==> config.mk <==
export PLATFORM = sky130hd
export DESIGN_NAME = tsfu_fault_unit
export DESIGN_NICKNAME = d
export VERILOG_FILES = /design/src/core/tsfu_pkg.sv /design/src/core/tsfu_fault_unit.sv
export SDC_FILE = /design/constraint.sdc
export NUM_CORES = 1
export LEC_CHECK = 0
export ABC_CLOCK_PERIOD_IN_PS = 4440
export BUFFER_PORTS_ARGS = -buffer_cell sky130_fd_sc_hd__buf_2
export CAP_MARGIN = 20
export CELL_PAD_IN_SITES_DETAIL_PLACEMENT = 0
export CELL_PAD_IN_SITES_GLOBAL_PLACEMENT = 1
export CORE_UTILIZATION = 25
export CTS_BUF_LIST = sky130_fd_sc_hd__clkbuf_8
export DETAILED_ROUTE_END_ITERATION = 12
export GPL_ROUTABILITY_DRIVEN = 0
export PLACE_DENSITY_LB_ADDON = 0.1
export SYNTH_ARGS = -nofsm -noshare
export SYNTH_HDL_FRONTEND = slang
export SYNTH_SLANG_ARGS = --single-unit
==> constraint.sdc <==
create_clock -name clock -period 4.44 [get_ports clock]
set_input_delay 1.332 -clock clock [delete_from_list [all_inputs] [get_ports clock]]
set_output_delay 1.332 -clock clock [all_outputs]
set_load 0.01 [all_outputs]
==> src/core/tsfu_pkg.sv <==
// How it works
// - Invalid task state raises vector 10
// - Short task segment limit faults, own selector
// - Bad or absent local table faults
// - Four stack selector checks fault
// - Four code selector checks fault
// - Data selector limit or unreadable faults
// - Old context before commit, new after
// - Commit when task register and link set
// - Error code holds index and external flag
// - Saved pointer: invoking or new first
// - No change before commit, full load after
// - Load all registers, skip checks after fault
// - Absent code or data segment: vector 11
// - Absent stack segment gives stack fault
// - Absent local table: switch versus instruction
// - Absent task segment or gate: vector 11
// - Absent fault code: index and external flag
// - Table flag set for interrupt table entries
// - Absent fault saved pointer selection
// - After commit load all, no checks after a fault
// - Faulting destination register stays unmodified
// - Vectors 10 and 11 are contributory
package tsfu_pkg;

  localparam logic [7:0] VEC_DOUBLE = 8'h08;
  localparam logic [7:0] VEC_TASK_STATE = 8'h0a;
  localparam logic [7:0] VEC_ABSENT = 8'h0b;
  localparam logic [7:0] VEC_STACK = 8'h0c;
  localparam logic [7:0] VEC_NONE = 8'h00;

  localparam logic [31:0] TSS32_MIN_LIMIT = 32'h0000_0067;
  localparam logic [31:0] TSS16_MIN_LIMIT = 32'h0000_002c;

  // Error code layout
  localparam int EC_EXT_BIT = 0;
  localparam int EC_IDT_BIT = 1;
  localparam int EC_TI_BIT = 2;
  localparam int EC_INDEX_LSB = 3;
  localparam int SEL_TI_BIT = 2;

  // APB register map, byte addresses
  localparam logic [7:0] ADDR_CTRL = 8'h00;
  localparam logic [7:0] ADDR_STATUS = 8'h04;
  localparam logic [7:0] ADDR_ERRCODE = 8'h08;
  localparam logic [7:0] ADDR_COUNT = 8'h0c;
  localparam int CTRL_ENABLE_BIT = 0;
  localparam logic CTRL_ENABLE_RESET = 1'b1;
  localparam int STATUS_VEC_LSB = 8;

  typedef enum logic [3:0] {
    KIND_TSS_LIMIT, KIND_LDT, KIND_STACK, KIND_CODE, KIND_DATA,
    KIND_LOAD_LOCAL_TABLE_INSTRUCTION, KIND_LTR, KIND_GATE, KIND_SEGLOAD
  } tsfu_kind_type;

  typedef enum logic [1:0] {
    IP_FAULTING, IP_INVOKING, IP_NEW_TASK
  } tsfu_ip_type;

  typedef enum logic [1:0] {SW_IDLE, SW_PRE, SW_POST} tsfu_sw_type;

endpackage : tsfu_pkg

==> src/core/tsfu_fault_unit.sv <==
`timescale 1ns/100ps
module tsfu_fault_unit #(
  parameter int ADDR_WIDTH = 8
) (
  input wire logic clock,
  input wire logic arst_n,
  input wire logic psel,
  input wire logic penable,
  input wire logic pwrite,
  input wire logic [ADDR_WIDTH-1:0] paddr,
  input wire logic [31:0] pwdata,
  output logic [31:0] prdata,
  output logic pready,
  output logic pslverr,
  input wire logic switchStart,
  input wire logic switchEnd,
  input wire logic taskRegLoaded,
  input wire logic switchLinksBack,
  input wire logic backLinkWritten,
  input wire logic chkValid,
  input wire logic [3:0] chkKind,
  input wire logic [15:0] chkSelector,
  input wire logic chkBeyondLimit,
  input wire logic chkPresent,
  input wire logic chkTypeOk,
  input wire logic chkWritable,
  input wire logic chkReadable,
  input wire logic chkExecutable,
  input wire logic chkConforming,
  input wire logic chkIsStack,
  input wire logic [1:0] chkDpl,
  input wire logic tss32,
  input wire logic [31:0] tssLimit,
  input wire logic [1:0] current_privilege_level,
  input wire logic extEvent,
  input wire logic idtRef,
  input wire logic [7:0] idtVector,
  input wire logic deliverDone,
  output logic loadAllow,
  output logic switchAbort,
  output logic committed,
  output logic faultValid,
  output logic [7:0] faultVector,
  output logic [15:0] errorCode,
  output logic [1:0] savedIp,
  output logic faultNewTask,
  output logic faultContributory,
  output logic doubleFault
);

  // Register decode needs at least the four word offsets of the map
  if (ADDR_WIDTH < 4 || ADDR_WIDTH > 32) begin : g_width_check
    $error("tsfu_fault_unit: ADDR_WIDTH out of range");
  end

  localparam int EC_INDEX_LSB = tsfu_pkg::EC_INDEX_LSB;
  localparam int EC_TI_BIT = tsfu_pkg::EC_TI_BIT;
  localparam int SEL_TI_BIT = tsfu_pkg::SEL_TI_BIT;

  function automatic logic [15:0] make_code(
    input logic [15:0] sel,
    input logic external_event_flag,
    input logic interrupt_descriptor_table_flag,
    input logic [7:0] vec
  );
    logic [15:0] code;
    code = 16'h0000;
    if (interrupt_descriptor_table_flag) begin
      code[EC_INDEX_LSB +: 8] = vec;
    end else begin
      code[15:EC_INDEX_LSB] = sel[15:EC_INDEX_LSB];
      code[EC_TI_BIT] = sel[SEL_TI_BIT];
    end
    code[tsfu_pkg::EC_EXT_BIT] = external_event_flag;
    code[tsfu_pkg::EC_IDT_BIT] = interrupt_descriptor_table_flag;
    return code;
  endfunction : make_code

  tsfu_pkg::tsfu_sw_type swState;
  tsfu_pkg::tsfu_sw_type next_swState;
  tsfu_pkg::tsfu_kind_type kind;
  logic enable;
  logic pending;
  logic [7:0] pendVec;
  logic [15:0] pendCode;
  logic delivering;
  logic [15:0] faultCount;
  logic hit;
  logic [7:0] hitVec;
  logic checkOn;
  logic commitNow;
  logic deliverNow;
  logic [7:0] deliverVec;
  logic [15:0] deliverCode;
  tsfu_pkg::tsfu_ip_type deliverIp;
  logic deliverNew;
  logic escalate;
  logic [15:0] hitCode;

  assign kind = tsfu_pkg::tsfu_kind_type'(chkKind);

  ////////////////////////////////////////////////////////////////////////////
  // Fault detection

  // After a fault behind the commit point the rest loads unchecked
  assign checkOn = enable && chkValid &&
    !(swState == tsfu_pkg::SW_POST && pending);

  always_comb begin
    hitVec = tsfu_pkg::VEC_NONE;
    unique case (kind)
      tsfu_pkg::KIND_TSS_LIMIT: begin
        if (tss32 ? tssLimit < tsfu_pkg::TSS32_MIN_LIMIT
                  : tssLimit < tsfu_pkg::TSS16_MIN_LIMIT) begin
          hitVec = tsfu_pkg::VEC_TASK_STATE;
        end
      end
      tsfu_pkg::KIND_LDT: begin
        if (chkBeyondLimit || !chkTypeOk || !chkPresent) begin
          hitVec = tsfu_pkg::VEC_TASK_STATE;
        end
      end
      tsfu_pkg::KIND_STACK: begin
        if (chkBeyondLimit || !chkWritable || chkDpl != current_privilege_level ||
            chkSelector[1:0] != current_privilege_level) begin
          hitVec = tsfu_pkg::VEC_TASK_STATE;
        end else if (!chkPresent) begin
          hitVec = tsfu_pkg::VEC_STACK;
        end
      end
      tsfu_pkg::KIND_CODE: begin
        if (chkBeyondLimit || !chkExecutable ||
            (!chkConforming && chkDpl != current_privilege_level) ||
            (chkConforming && chkDpl > current_privilege_level)) begin
          hitVec = tsfu_pkg::VEC_TASK_STATE;
        end else if (!chkPresent) begin
          hitVec = tsfu_pkg::VEC_ABSENT;
        end
      end
      tsfu_pkg::KIND_DATA: begin
        if (chkBeyondLimit || !chkReadable) begin
          hitVec = tsfu_pkg::VEC_TASK_STATE;
        end else if (!chkPresent) begin
          hitVec = tsfu_pkg::VEC_ABSENT;
        end
      end
      tsfu_pkg::KIND_LOAD_LOCAL_TABLE_INSTRUCTION, tsfu_pkg::KIND_LTR, tsfu_pkg::KIND_GATE: begin
        if (!chkPresent) begin
          hitVec = tsfu_pkg::VEC_ABSENT;
        end
      end
      tsfu_pkg::KIND_SEGLOAD: begin
        if (!chkPresent) begin
          hitVec = chkIsStack ? tsfu_pkg::VEC_STACK
                              : tsfu_pkg::VEC_ABSENT;
        end
      end
      default: hitVec = tsfu_pkg::VEC_NONE;
    endcase
    if (!checkOn) begin
      hitVec = tsfu_pkg::VEC_NONE;
    end
  end

  assign hit = hitVec != tsfu_pkg::VEC_NONE;
  assign hitCode = make_code(chkSelector, extEvent, idtRef, idtVector);

  ////////////////////////////////////////////////////////////////////////////
  // Task switch sequencing

  assign commitNow = taskRegLoaded &&
    (!switchLinksBack || backLinkWritten);

  always_comb begin
    next_swState = swState;
    unique case (swState)
      tsfu_pkg::SW_IDLE: begin
        if (switchStart) begin
          next_swState = tsfu_pkg::SW_PRE;
        end
      end
      tsfu_pkg::SW_PRE: begin
        if (hit || switchEnd) begin
          next_swState = tsfu_pkg::SW_IDLE;
        end else if (commitNow) begin
          next_swState = tsfu_pkg::SW_POST;
        end
      end
      tsfu_pkg::SW_POST: begin
        if (switchEnd) begin
          next_swState = tsfu_pkg::SW_IDLE;
        end
      end
      default: next_swState = tsfu_pkg::SW_IDLE;
    endcase
  end

  always_ff @(posedge clock or negedge arst_n) begin
    if (!arst_n) begin
      swState <= tsfu_pkg::SW_IDLE;
    end else begin
      swState <= next_swState;
    end
  end

  assign committed = swState == tsfu_pkg::SW_POST;

  // Pre-commit faults abort before any state is written
  assign switchAbort = swState == tsfu_pkg::SW_PRE && hit;
  // Behind the commit point every register loads regardless
  assign loadAllow = committed || !hit;

  // First fault behind the commit point waits for the full load
  always_ff @(posedge clock or negedge arst_n) begin
    if (!arst_n) begin
      pending <= 1'b0;
      pendVec <= tsfu_pkg::VEC_NONE;
      pendCode <= 16'h0000;
    end else if (swState != tsfu_pkg::SW_POST || switchEnd) begin
      pending <= 1'b0;
    end else if (hit) begin
      pending <= 1'b1;
      pendVec <= hitVec;
      pendCode <= hitCode;
    end
  end

  ////////////////////////////////////////////////////////////////////////////
  // Delivery

  always_comb begin
    deliverNow = 1'b0;
    deliverVec = hitVec;
    deliverCode = hitCode;
    deliverIp = tsfu_pkg::IP_FAULTING;
    deliverNew = 1'b0;
    if (swState == tsfu_pkg::SW_POST) begin
      if (switchEnd && (pending || hit)) begin
        deliverNow = 1'b1;
        deliverNew = 1'b1;
        deliverIp = tsfu_pkg::IP_NEW_TASK;
        if (pending) begin
          deliverVec = pendVec;
          deliverCode = pendCode;
        end
      end
    end else if (hit) begin
      deliverNow = 1'b1;
      if (swState == tsfu_pkg::SW_PRE ||
          kind == tsfu_pkg::KIND_GATE) begin
        deliverIp = tsfu_pkg::IP_INVOKING;
      end
    end
  end

  // A contributory fault during delivery of another one escalates
  assign escalate = deliverNow && delivering;

  always_ff @(posedge clock or negedge arst_n) begin
    if (!arst_n) begin
      faultValid <= 1'b0;
      faultVector <= tsfu_pkg::VEC_NONE;
      errorCode <= 16'h0000;
      savedIp <= tsfu_pkg::IP_FAULTING;
      faultNewTask <= 1'b0;
      faultContributory <= 1'b0;
      doubleFault <= 1'b0;
    end else begin
      faultValid <= deliverNow;
      doubleFault <= escalate;
      if (deliverNow) begin
        faultVector <= escalate ? tsfu_pkg::VEC_DOUBLE : deliverVec;
        errorCode <= escalate ? 16'h0000 : deliverCode;
        savedIp <= deliverIp;
        faultNewTask <= deliverNew;
        faultContributory <= !escalate;
      end
    end
  end

  // Set wins over the clear from the delivery logic
  always_ff @(posedge clock or negedge arst_n) begin
    if (!arst_n) begin
      delivering <= 1'b0;
    end else if (deliverNow) begin
      delivering <= 1'b1;
    end else if (deliverDone) begin
      delivering <= 1'b0;
    end
  end

  ////////////////////////////////////////////////////////////////////////////
  // APB slave

  logic [7:0] regAddr;
  logic mapped;
  logic wrAccess;
  logic [31:0] readValue;

  assign regAddr = 8'(paddr);
  assign mapped = regAddr == tsfu_pkg::ADDR_CTRL ||
    regAddr == tsfu_pkg::ADDR_STATUS ||
    regAddr == tsfu_pkg::ADDR_ERRCODE ||
    regAddr == tsfu_pkg::ADDR_COUNT;
  assign pready = 1'b1;
  assign pslverr = psel && penable && !mapped;
  assign wrAccess = psel && penable && pwrite && mapped;

  always_ff @(posedge clock or negedge arst_n) begin
    if (!arst_n) begin
      enable <= tsfu_pkg::CTRL_ENABLE_RESET;
    end else if (wrAccess && regAddr == tsfu_pkg::ADDR_CTRL) begin
      enable <= pwdata[tsfu_pkg::CTRL_ENABLE_BIT];
    end
  end

  // Counting wins over a clearing write in the same cycle
  always_ff @(posedge clock or negedge arst_n) begin
    if (!arst_n) begin
      faultCount <= 16'h0000;
    end else if (deliverNow) begin
      faultCount <= faultCount + 16'h0001;
    end else if (wrAccess && regAddr == tsfu_pkg::ADDR_COUNT) begin
      faultCount <= 16'h0000;
    end
  end

  always_comb begin
    readValue = 32'h0000_0000;
    unique case (regAddr)
      tsfu_pkg::ADDR_CTRL: readValue[tsfu_pkg::CTRL_ENABLE_BIT] = enable;
      tsfu_pkg::ADDR_STATUS: begin
        readValue[0] = swState != tsfu_pkg::SW_IDLE;
        readValue[1] = committed;
        readValue[2] = pending;
        readValue[3] = delivering;
        readValue[tsfu_pkg::STATUS_VEC_LSB +: 8] = faultVector;
      end
      tsfu_pkg::ADDR_ERRCODE: readValue[15:0] = errorCode;
      tsfu_pkg::ADDR_COUNT: readValue[15:0] = faultCount;
      default: readValue = 32'h0000_0000;
    endcase
  end

  // Read data is captured in the setup cycle so it is a flop output
  always_ff @(posedge clock or negedge arst_n) begin
    if (!arst_n) begin
      prdata <= 32'h0000_0000;
    end else if (psel && !penable && !pwrite) begin
      prdata <= readValue;
    end
  end
endmodule : tsfu_fault_unit

* Yosys cells after proc, flatten, opt, wreduce, memory -nomap -nowiden *
Cells that the tools add are included.

storage, ports and cells
  word-level logic and storage cells = 144
  output and inout bits = 67
  bits in registers = 91
  bits of input ports = 127

cells by class
  muxes and demuxes = 46
  magnitude comparators = 3
  add/subtract/negate cells = 1
  bitwise gates (word level) = 1
  reductions and logical operators = 59
  equality and inequality tests = 19

operators by type and width
  cell                   number
  $mux 16                6
  $mux 8                 7
  $pmux 8 s7             1
  $lt 32x6->1 const B    1
  $lt 32x7->1 const B    1
  $mux 4                 7
  $pmux 8 s3             1
  $logic_or 1x1->1       18
  $logic_and 1x1->1      17
  $add 16x1->16 const B  1
  $eq 4x3->1 const B     4
  $eq 8x4->1 const B     2
  $logic_not 1->1        13
  $mux 1                 12
  $mux 2                 6
  $pmux 3 s3             1
  $eq 4x2->1 const B     2
  $eq 8x3->1 const B     1
  $logic_not 8->1        1
  $pmux 4 s2             1
  $reduce_bool 2->1      4
  $reduce_bool 8->1      1
  $ne 2x2->1 const B     3
  $pmux 2 s3             1
  16 further kinds       17

* Logic depth before layout (Yosys ltp) *
Gate-level depths: netlist of the first run.

  depth after elaboration = 14
  mapped depth = 10

* Worst setup path before layout of the first run *
No wires, ideal clock.

  path type = input port to output port
  start = input port current_privilege_level[1]
  end = output port loadAllow
  arrival = 3.064 ns
  buffers on the path = 1
  data required time = 3.108 ns
  setup slack = 0.044 ns
  cell stages on the path = 9
  path through = inv_1 -> ha_1 -> nand2b_1 -> a32o_1 -> a311o_1 -> and4_1 -> clkbuf_1 -> nor2_2 -> nand2_1

on the way
  longest elaborated chain between the ends = 10

ends and longest elaborated chain
  item                 line                                            text
  from (decl)          tsfu_fault_unit.sv:34                           input wire logic [1:0] current_privilege_level,
  $ne 2x2->1           tsfu_fault_unit.sv:124, tsfu_fault_unit.sv:133
  $logic_and 1x1->1    tsfu_fault_unit.sv:133                          (!chkConforming && chkDpl != current_privilege_level) ||
  $logic_or 1x1->1     tsfu_fault_unit.sv:132                          if (chkBeyondLimit || !chkExecutable ||
  $logic_or 1x1->1     tsfu_fault_unit.sv:133
  $mux 4               tsfu_fault_unit.sv:132
  $pmux 8 s7 *         tsfu_fault_unit.sv:111                          unique case (kind)
  $mux 8 *             tsfu_fault_unit.sv:160                          if (!checkOn) begin
  $reduce_bool 8->1 *  tsfu_fault_unit.sv:165                          assign hit = hitVec != tsfu_pkg::VEC_NONE;
  $logic_not 1->1 *    tsfu_fault_unit.sv:211                          assign loadAllow = committed || !hit;
  $logic_or 1x1->1 *   tsfu_fault_unit.sv:211
  to (decl)            tsfu_fault_unit.sv:39                           output logic loadAllow,

Mark *: on every way between the ends. The rest lies on a longest branch, timed or not.

* Final worst setup path of the first run *
  start = input port tssLimit[7]
  end = output port switchAbort

on the way
  longest elaborated chain between the ends = 7

ends and longest elaborated chain
  item                                               line                                            text
  from (decl)                                        tsfu_fault_unit.sv:33                           input wire logic [31:0] tssLimit,
  $lt 32x6->1 / $lt 32x7->1 (equally long branches)  tsfu_fault_unit.sv:114, tsfu_fault_unit.sv:113
  $mux 1 *                                           tsfu_fault_unit.sv:113                          if (tss32 ? tssLimit < tsfu_pkg::TSS32_MIN_LIMIT
  $mux 4 *                                           tsfu_fault_unit.sv:113
  $pmux 8 s7 *                                       tsfu_fault_unit.sv:111
  $mux 8 *                                           tsfu_fault_unit.sv:160
  $reduce_bool 8->1 *                                tsfu_fault_unit.sv:165
  $logic_and 1x1->1 *                                tsfu_fault_unit.sv:209                          assign switchAbort = swState == tsfu_pkg::SW_PRE && hit;
  to (decl)                                          tsfu_fault_unit.sv:40                           output logic switchAbort,

Marked as above.

==> results of run 1 <==
==> layer usage <==
layer | routed length [µm] | GRT usage (%) | share of wire, % | vias to the layer above
met4 | 180 | 3.64 | 1.2 | 0
met3 | 527 | 3.56 | 3.5 | 12
met2 | 7520 | 26.9 | 49 | 105
met5 | 0 | 0 | 0 | -
li1 | - | - | - | 2083
met1 | 7040 | 21.1 | 46 | 2070
==> state kept, by name, indices dropped and copies added, names as in the netlist <==
signal	count
enable	1
pendCode	16
faultValid	1
savedIp	2
swState	2
faultContributory	1
errorCode	16
doubleFault	1
prdata	16
pendVec	4
delivering	1
faultCount	16
pending	1
faultVector	4
==> cell type report <==
class,instances,area [µm²]
Timing Repair Buffer,156,821
Multi-Input combinational cell,361,2400
Sequential cell,82,2050
Clock inverter,7,118
Clock buffer,9,124
Inverter,29,109
Fill cell,2002,12900
Tap cell,234,293
==> per-stage QoR <==
| stage | instance area (µm²) | util [%] | setup WS [ps] | total power, W |
|---|---|---|---|---|
| finish | 5910 | 31.5 | 123 | 0.00173 |
| global route | 5910 | 31.5 | 32.2 | 0.00182 |
| CTS | 5910 | 31.5 | 40.9 | 0.00175 |
| detailed placement | 5670 | 30.2 | 57.1 | 0.00108 |
| global placement | 5670 | 30.2 | 51.7 | 0.00107 |
| floorplan | 4860 | - | 44.0 | 0.000966 |
==> how the worst max path moves through the flow <==
stage,to,slack (ps),cells past startpoint
floorplan,loadAllow,40,9
global placement,switchAbort,50,9
detailed placement,switchAbort,60,9
CTS,switchAbort,40,9
global route,switchAbort,30,9
finish,switchAbort,120,7
==> power by group through the flow <==
| stage | clock network, W | registers [W] | logic (W) |
|---|---|---|---|
| floorplan | 0 | 0.000810 | 0.000156 |
| global placement | 0 | 0.000819 | 0.000253 |
| detailed placement | 0 | 0.000819 | 0.000257 |
| CTS | 0.000692 | 0.000804 | 0.000258 |
| global route | 0.000726 | 0.000809 | 0.000286 |
| finish | 0.000669 | 0.000804 | 0.000254 |
==> layout by cell type (no fill, tap or decap), types with 5 or more instances in the layout <==
master / synthesis / routed
buf_2: 6 / 140
dfrtp_1: 81 / 81
nand2_1: 47 / 47
inv_1: 26 / 26
mux2i_1: 26 / 26
o21ai_0: 25 / 25
nor2_1: 23 / 23
conb_1: 2 / 21
mux2_1: 18 / 18
a31oi_1: 17 / 17
buf_4: 23 / 16
o21ai_1: 15 / 15
nand3_1: 14 / 14
o31ai_1: 12 / 12
o221ai_1: 12 / 12
nor3_1: 10 / 10
nand4_1: 10 / 10
nor2b_1: 9 / 9
a22oi_1: 9 / 9
clkbuf_8: 0 / 9
or4_1: 8 / 8
a211oi_1: 8 / 8
a21oi_1: 7 / 7
mux2_2: 7 / 7
nor4_1: 6 / 6
nand2b_1: 5 / 5
==> cell families after synthesis <==
group           count (synthesis)
buf+inv                        79
simple gates                  155
fa+ha+maj                       4
other cells                     2
mux                            52
compound gates                127
flops                          82
xor+xnor                        2
==> impl_metrics.toml, run 1 <==
[die]
io_pins = 194
die_w_um = 140
die_y_um = 140
num_rows = 50
dieArea_um2 = 19700
core-area_um2 = 18800
initial_core_util_pct = 25.5

[global_routing]
grt_max_degree = 60
antenna_found_initial = 0
grt-ovfl-total = 0
grt_pass1_wl_um = 24200
grt_usage_pct = 16.1
grt_pass1_vias = 4304

[detailed_routing]
wl_per_cell_um = 17.4
via_count = 4270
viasPerCell = 4.86
drc = 0
drt-initial-drc-count = 198
routed_wl_um = 15300
ant_nets = 0
drt_first_pass_iters = 4

[power]
p_int_w = 0.00125
vdd_drop_max_mv = 0.169
p_seq_share_pct = 46.5
p_sw_share_pct = 27.7
power_density_nw_per_um2 = 292
comb_power_share_pct = 14.7
leakagePower_nw = 3.02
power_switching_w = 0.000478
p_clk_share_pct = 38.7

[synth]
ys_types = 66
synth_top_area_share_pct = 42.3
synth_common_cells = "81 x dfrtp_1, 47 x nand2_1, 26 x inv_1, 26 x mux2i_1, 25 x o21ai_0"
yosysTopAreaCell = "dfrtp_1"
synth_cells = 503
muxShareOfSynthArea_pct = 11.8
yosysWarningCount = 0
synth_edf_count = 0
yosysMostFrequentCell = "dfrtp_1"
ys_seq_area_share_pct = 42.9
synthAdderAreaFrac_pct = 0.993
syn_avg_cell_area_um2 = 9.52
synth-simple-area-share_pct = 17.0
yosys-top-cells-area = "dfrtp_1 42%, mux2i_1 5.4%, mux2_1 4.2%"
synth_top_family_by_area = "compound AO/OA/AOI/OAI gates"
synthXorXnorAreaFrac_pct = 0.366
synth_compound_area_share_pct = 18.2
ys_async_sr_fraction_pct = 100
ys_ff_latch = 82
synth_flop_cell = "dfrtp_1"
syn_area_um2 = 4790

[cts]
cts.sinks = 82
post_cts_buffers = 0
postCtsHoldBufs = 0
cts_made_buffers = 9
ctsHtreeMaxLevel = 3
clock_latency_ps = 370
clockBufferDepth = 2
root_buffer = "clkbuf_8"
clk_pin_slew_ps = 90
cts_tree = "built"
cts-resized-gates = 0

[timing]
fmax_mhz = 232
setup_viol = 0
finalMaxSlewViolations = 0
worst_pin_slew_ps = 982
rsz0062_at_grt = "no"
period_share_pct = 97.2
relSlewSlack_pct = 34.4
clock_skew_ps = 7.53
holdWs_ps = 472
hold_viol = 0
period_needed_ps = 4320
fin_setup_tns_ps = 0

[final_layout]
n_antenna_cell = 0
layout.cells.non_filler = 878
drive_gt1_share_pct = 30.6
syn_to_final_growth_pct = 23.5
nNetsFinal = 769

[worst_hold_path]
hold_end = "pendVec[3]$_DFFE_PN0P_"
min_path_type = "register to register"
min_from = "pendVec[3]$_DFFE_PN0P_"
min_path_cells = 1

[critical_path]
reg2reg_slack_ps = 1700
critPathArrivalTime_ps = 2980
path_max_fanout = 5
reg2reg_depth = 9
crit_family = "simple AND/OR/NAND/NOR gates"
r2r-end = "faultCount[3]$_DFFE_PN0P_"
worstSetupStartpoint = "tssLimit[7]"
startpoint_type = "input port"
crit_path_end_kind = "primary output"
critical_path.cell_chain = "buf_2 -> nor4b_1 -> a221oi_1 -> or4_4 -> and4_4 -> nor3_1 -> buf_2"
reg2reg_from = "swState[0]$_DFFE_PN0P_"
path_buf_inv = 2
critPathMostFrequentCell = "buf_2"
critPathMaxStageDelay_ps = 590
path_class = "input port to primary output"
cpMaxStageDelayCell = "or4_4"
cp.required_ps = 3110

[job]
maxCapViolCount = 0

[placement]
dp_hpwl_um = 11300
port_buffers = 141
place_inst = 862

[status]
outcome = "finished clean"
(Power assumes the default switching activity.)
==> inputs of run 2 (changes only) <==
- ABC_CLOCK_PERIOD_IN_PS: 4440 -> 5100
- PLACE_DENSITY: unset -> 0.57
- PLACE_DENSITY_LB_ADDON: 0.1 -> unset
- clock period: 4.44 -> 5.1 ns (I/O delays scaled with it)
==> run 2 against run 1 <==
Effect of this change: critical path depth is 2 higher; via count shrank 0.70%; power shrank 16%; global-route usage decreased by 1.3 points; combinational power down 13%; utilization down 0.31 points; hold slack improved by 1.1 ps; sequential power fell by 13%; clock skew is essentially flat; design area is 0.99% lower; cell count decreased by 1.0%; highest routed layer unchanged.
==> impl_metrics.toml, run 2 (synthesis results as in run 1) <==
[status]
outcome = "finished clean"

[timing]
setup_viol = 0
relSlewSlack_pct = 40.3
period_needed_ps = 4920
rsz0062_at_grt = "no"
fin_setup_tns_ps = 0
finalMaxSlewViolations = 0
setup_slack_ps = 177
hold_viol = 0
clock_skew_ps = 7.78
worst_pin_slew_ps = 894
fmax_mhz = 203
period_share_pct = 96.5

[global_routing]
grt_max_degree = 83
grt_pass1_vias = 4135
antenna_found_initial = 0
grt_pass1_wl_um = 22600
grt_usage_pct = 14.8
grt-ovfl-total = 0

[placement]
dp_slack_ps = 172
port_buffers = 141
dp_hpwl_um = 10600

[final_layout]
nFillCells = 1987
multiInputGateArea_um2 = 2400
n_antenna_cell = 0
nNetsFinal = 761
ff_latch_area_um2 = 2050
final_common_cell = "buf_2"
syn_to_final_growth_pct = 22.3
drive_gt1_share_pct = 29.3
layout_common_cells = "140 x buf_2, 81 x dfrtp_1, 47 x nand2_1, 28 x inv_1, 26 x mux2i_1"

[die]
dieArea_um2 = 19700
core-area_um2 = 18800
die_w_um = 140
initial_core_util_pct = 25.5
io_pins = 194
die_y_um = 140
num_rows = 50

[power]
leakagePower_nw = 3.00
power_density_nw_per_um2 = 246
vdd_drop_max_mv = 0.0937

[job]
maxCapViolCount = 0

[cts]
clock_latency_ps = 360
cts_made_buffers = 9
ctsHtreeMaxLevel = 3
cts.sinks = 82
cts_tree = "built"
clockBufferDepth = 2
postCtsHoldBufs = 0
post_cts_buffers = 0
cts-resized-gates = 0
root_buffer = "clkbuf_8"
clk_pin_slew_ps = 80

[detailed_routing]
via_count = 4240
ant_nets = 0
drt-initial-drc-count = 249
drc = 0
wl_per_cell_um = 16.2
viasPerCell = 4.88
routed_wl_um = 14100
drt_first_pass_iters = 4

[critical_path]
critPathMostFrequentCell = "buf_2"
cp.required_ps = 3570
path_class = "input port to primary output"
cpMaxStageDelayCell = "a311o_1"
path_max_fanout = 5
critPathMaxStageDelay_ps = 430
crit_path_end_kind = "primary output"
crit_family = "compound AO/OA/AOI/OAI gates"
critPathArrivalTime_ps = 3390
startpoint_type = "input port"
path_buf_inv = 3
critical_path.cell_chain = "buf_2 -> inv_1 -> ha_1 -> nand2b_1 -> a32o_1 -> a311o_1 -> and4_1 -> nor3_1 -> buf_2"

[worst_hold_path]
min_path_type = "register to register"
## run 2: where the power goes
part	internal (W)	leakage [nW]	switching, W
registers	0.000671	1.06	0.0000265
clock network	0.000297	0.118	0.000229
logic	0.0000918	1.82	0.000128
total	0.00106	3.00	0.000383
## run 2: final cells by class
| cell class | instances | area share [%] |
|---|---|---|
| multi-input combinational | 361 | 41.0 |
| sequential | 82 | 35.1 |
| timing repair buffer | 148 | 13.3 |
| tap | 234 | 5.00 |
| clock buffer | 11 | 2.59 |
| inverter | 29 | 1.86 |
| clock inverter | 4 | 1.15 |
## run 2: worst paths after layout
check                                              to  cells after the start  slack (ps)                        from
setup / recovery                          switchAbort                      9         180  current_privilege_level[1]
hold / removal                 pendVec[3]$_DFFE_PN0P_                      1         470      pendVec[3]$_DFFE_PN0P_
setup reg to reg           faultCount[15]$_DFFE_PN0P_                      9        2210      swState[0]$_DFFE_PN0P_
hold reg to reg                pendVec[3]$_DFFE_PN0P_                      1         470      pendVec[3]$_DFFE_PN0P_
max in group asynchronous          enable$_DFFE_PN1P_                      2        3380                      arst_n
min in group asynchronous       prdata[3]$_DFFE_PN0P_                      1        1090                      arst_n
## run 2: per-layer routing
metal  up-vias  track usage (%)  share of wire [%]
met2       130             24.3                 47
li1       2061                -                  -
met1      2035             19.9                 47
met5         -                0                  0
met3        14             2.32                5.0
met4         0             4.57                1.2
## run 2: through the flow
step	hold slack, ps	area, µm²	std cells	utilization (%)	power (W)
after floorplan	435	4860	522	-	0.000841
after global placement	451	5610	853	29.9	0.000925
after detailed placement	454	5610	853	29.9	0.000929
after CTS	474	5830	868	31.0	0.00146
after global routing	489	5850	869	31.2	0.00152
final	473	5850	869	31.2	0.00144
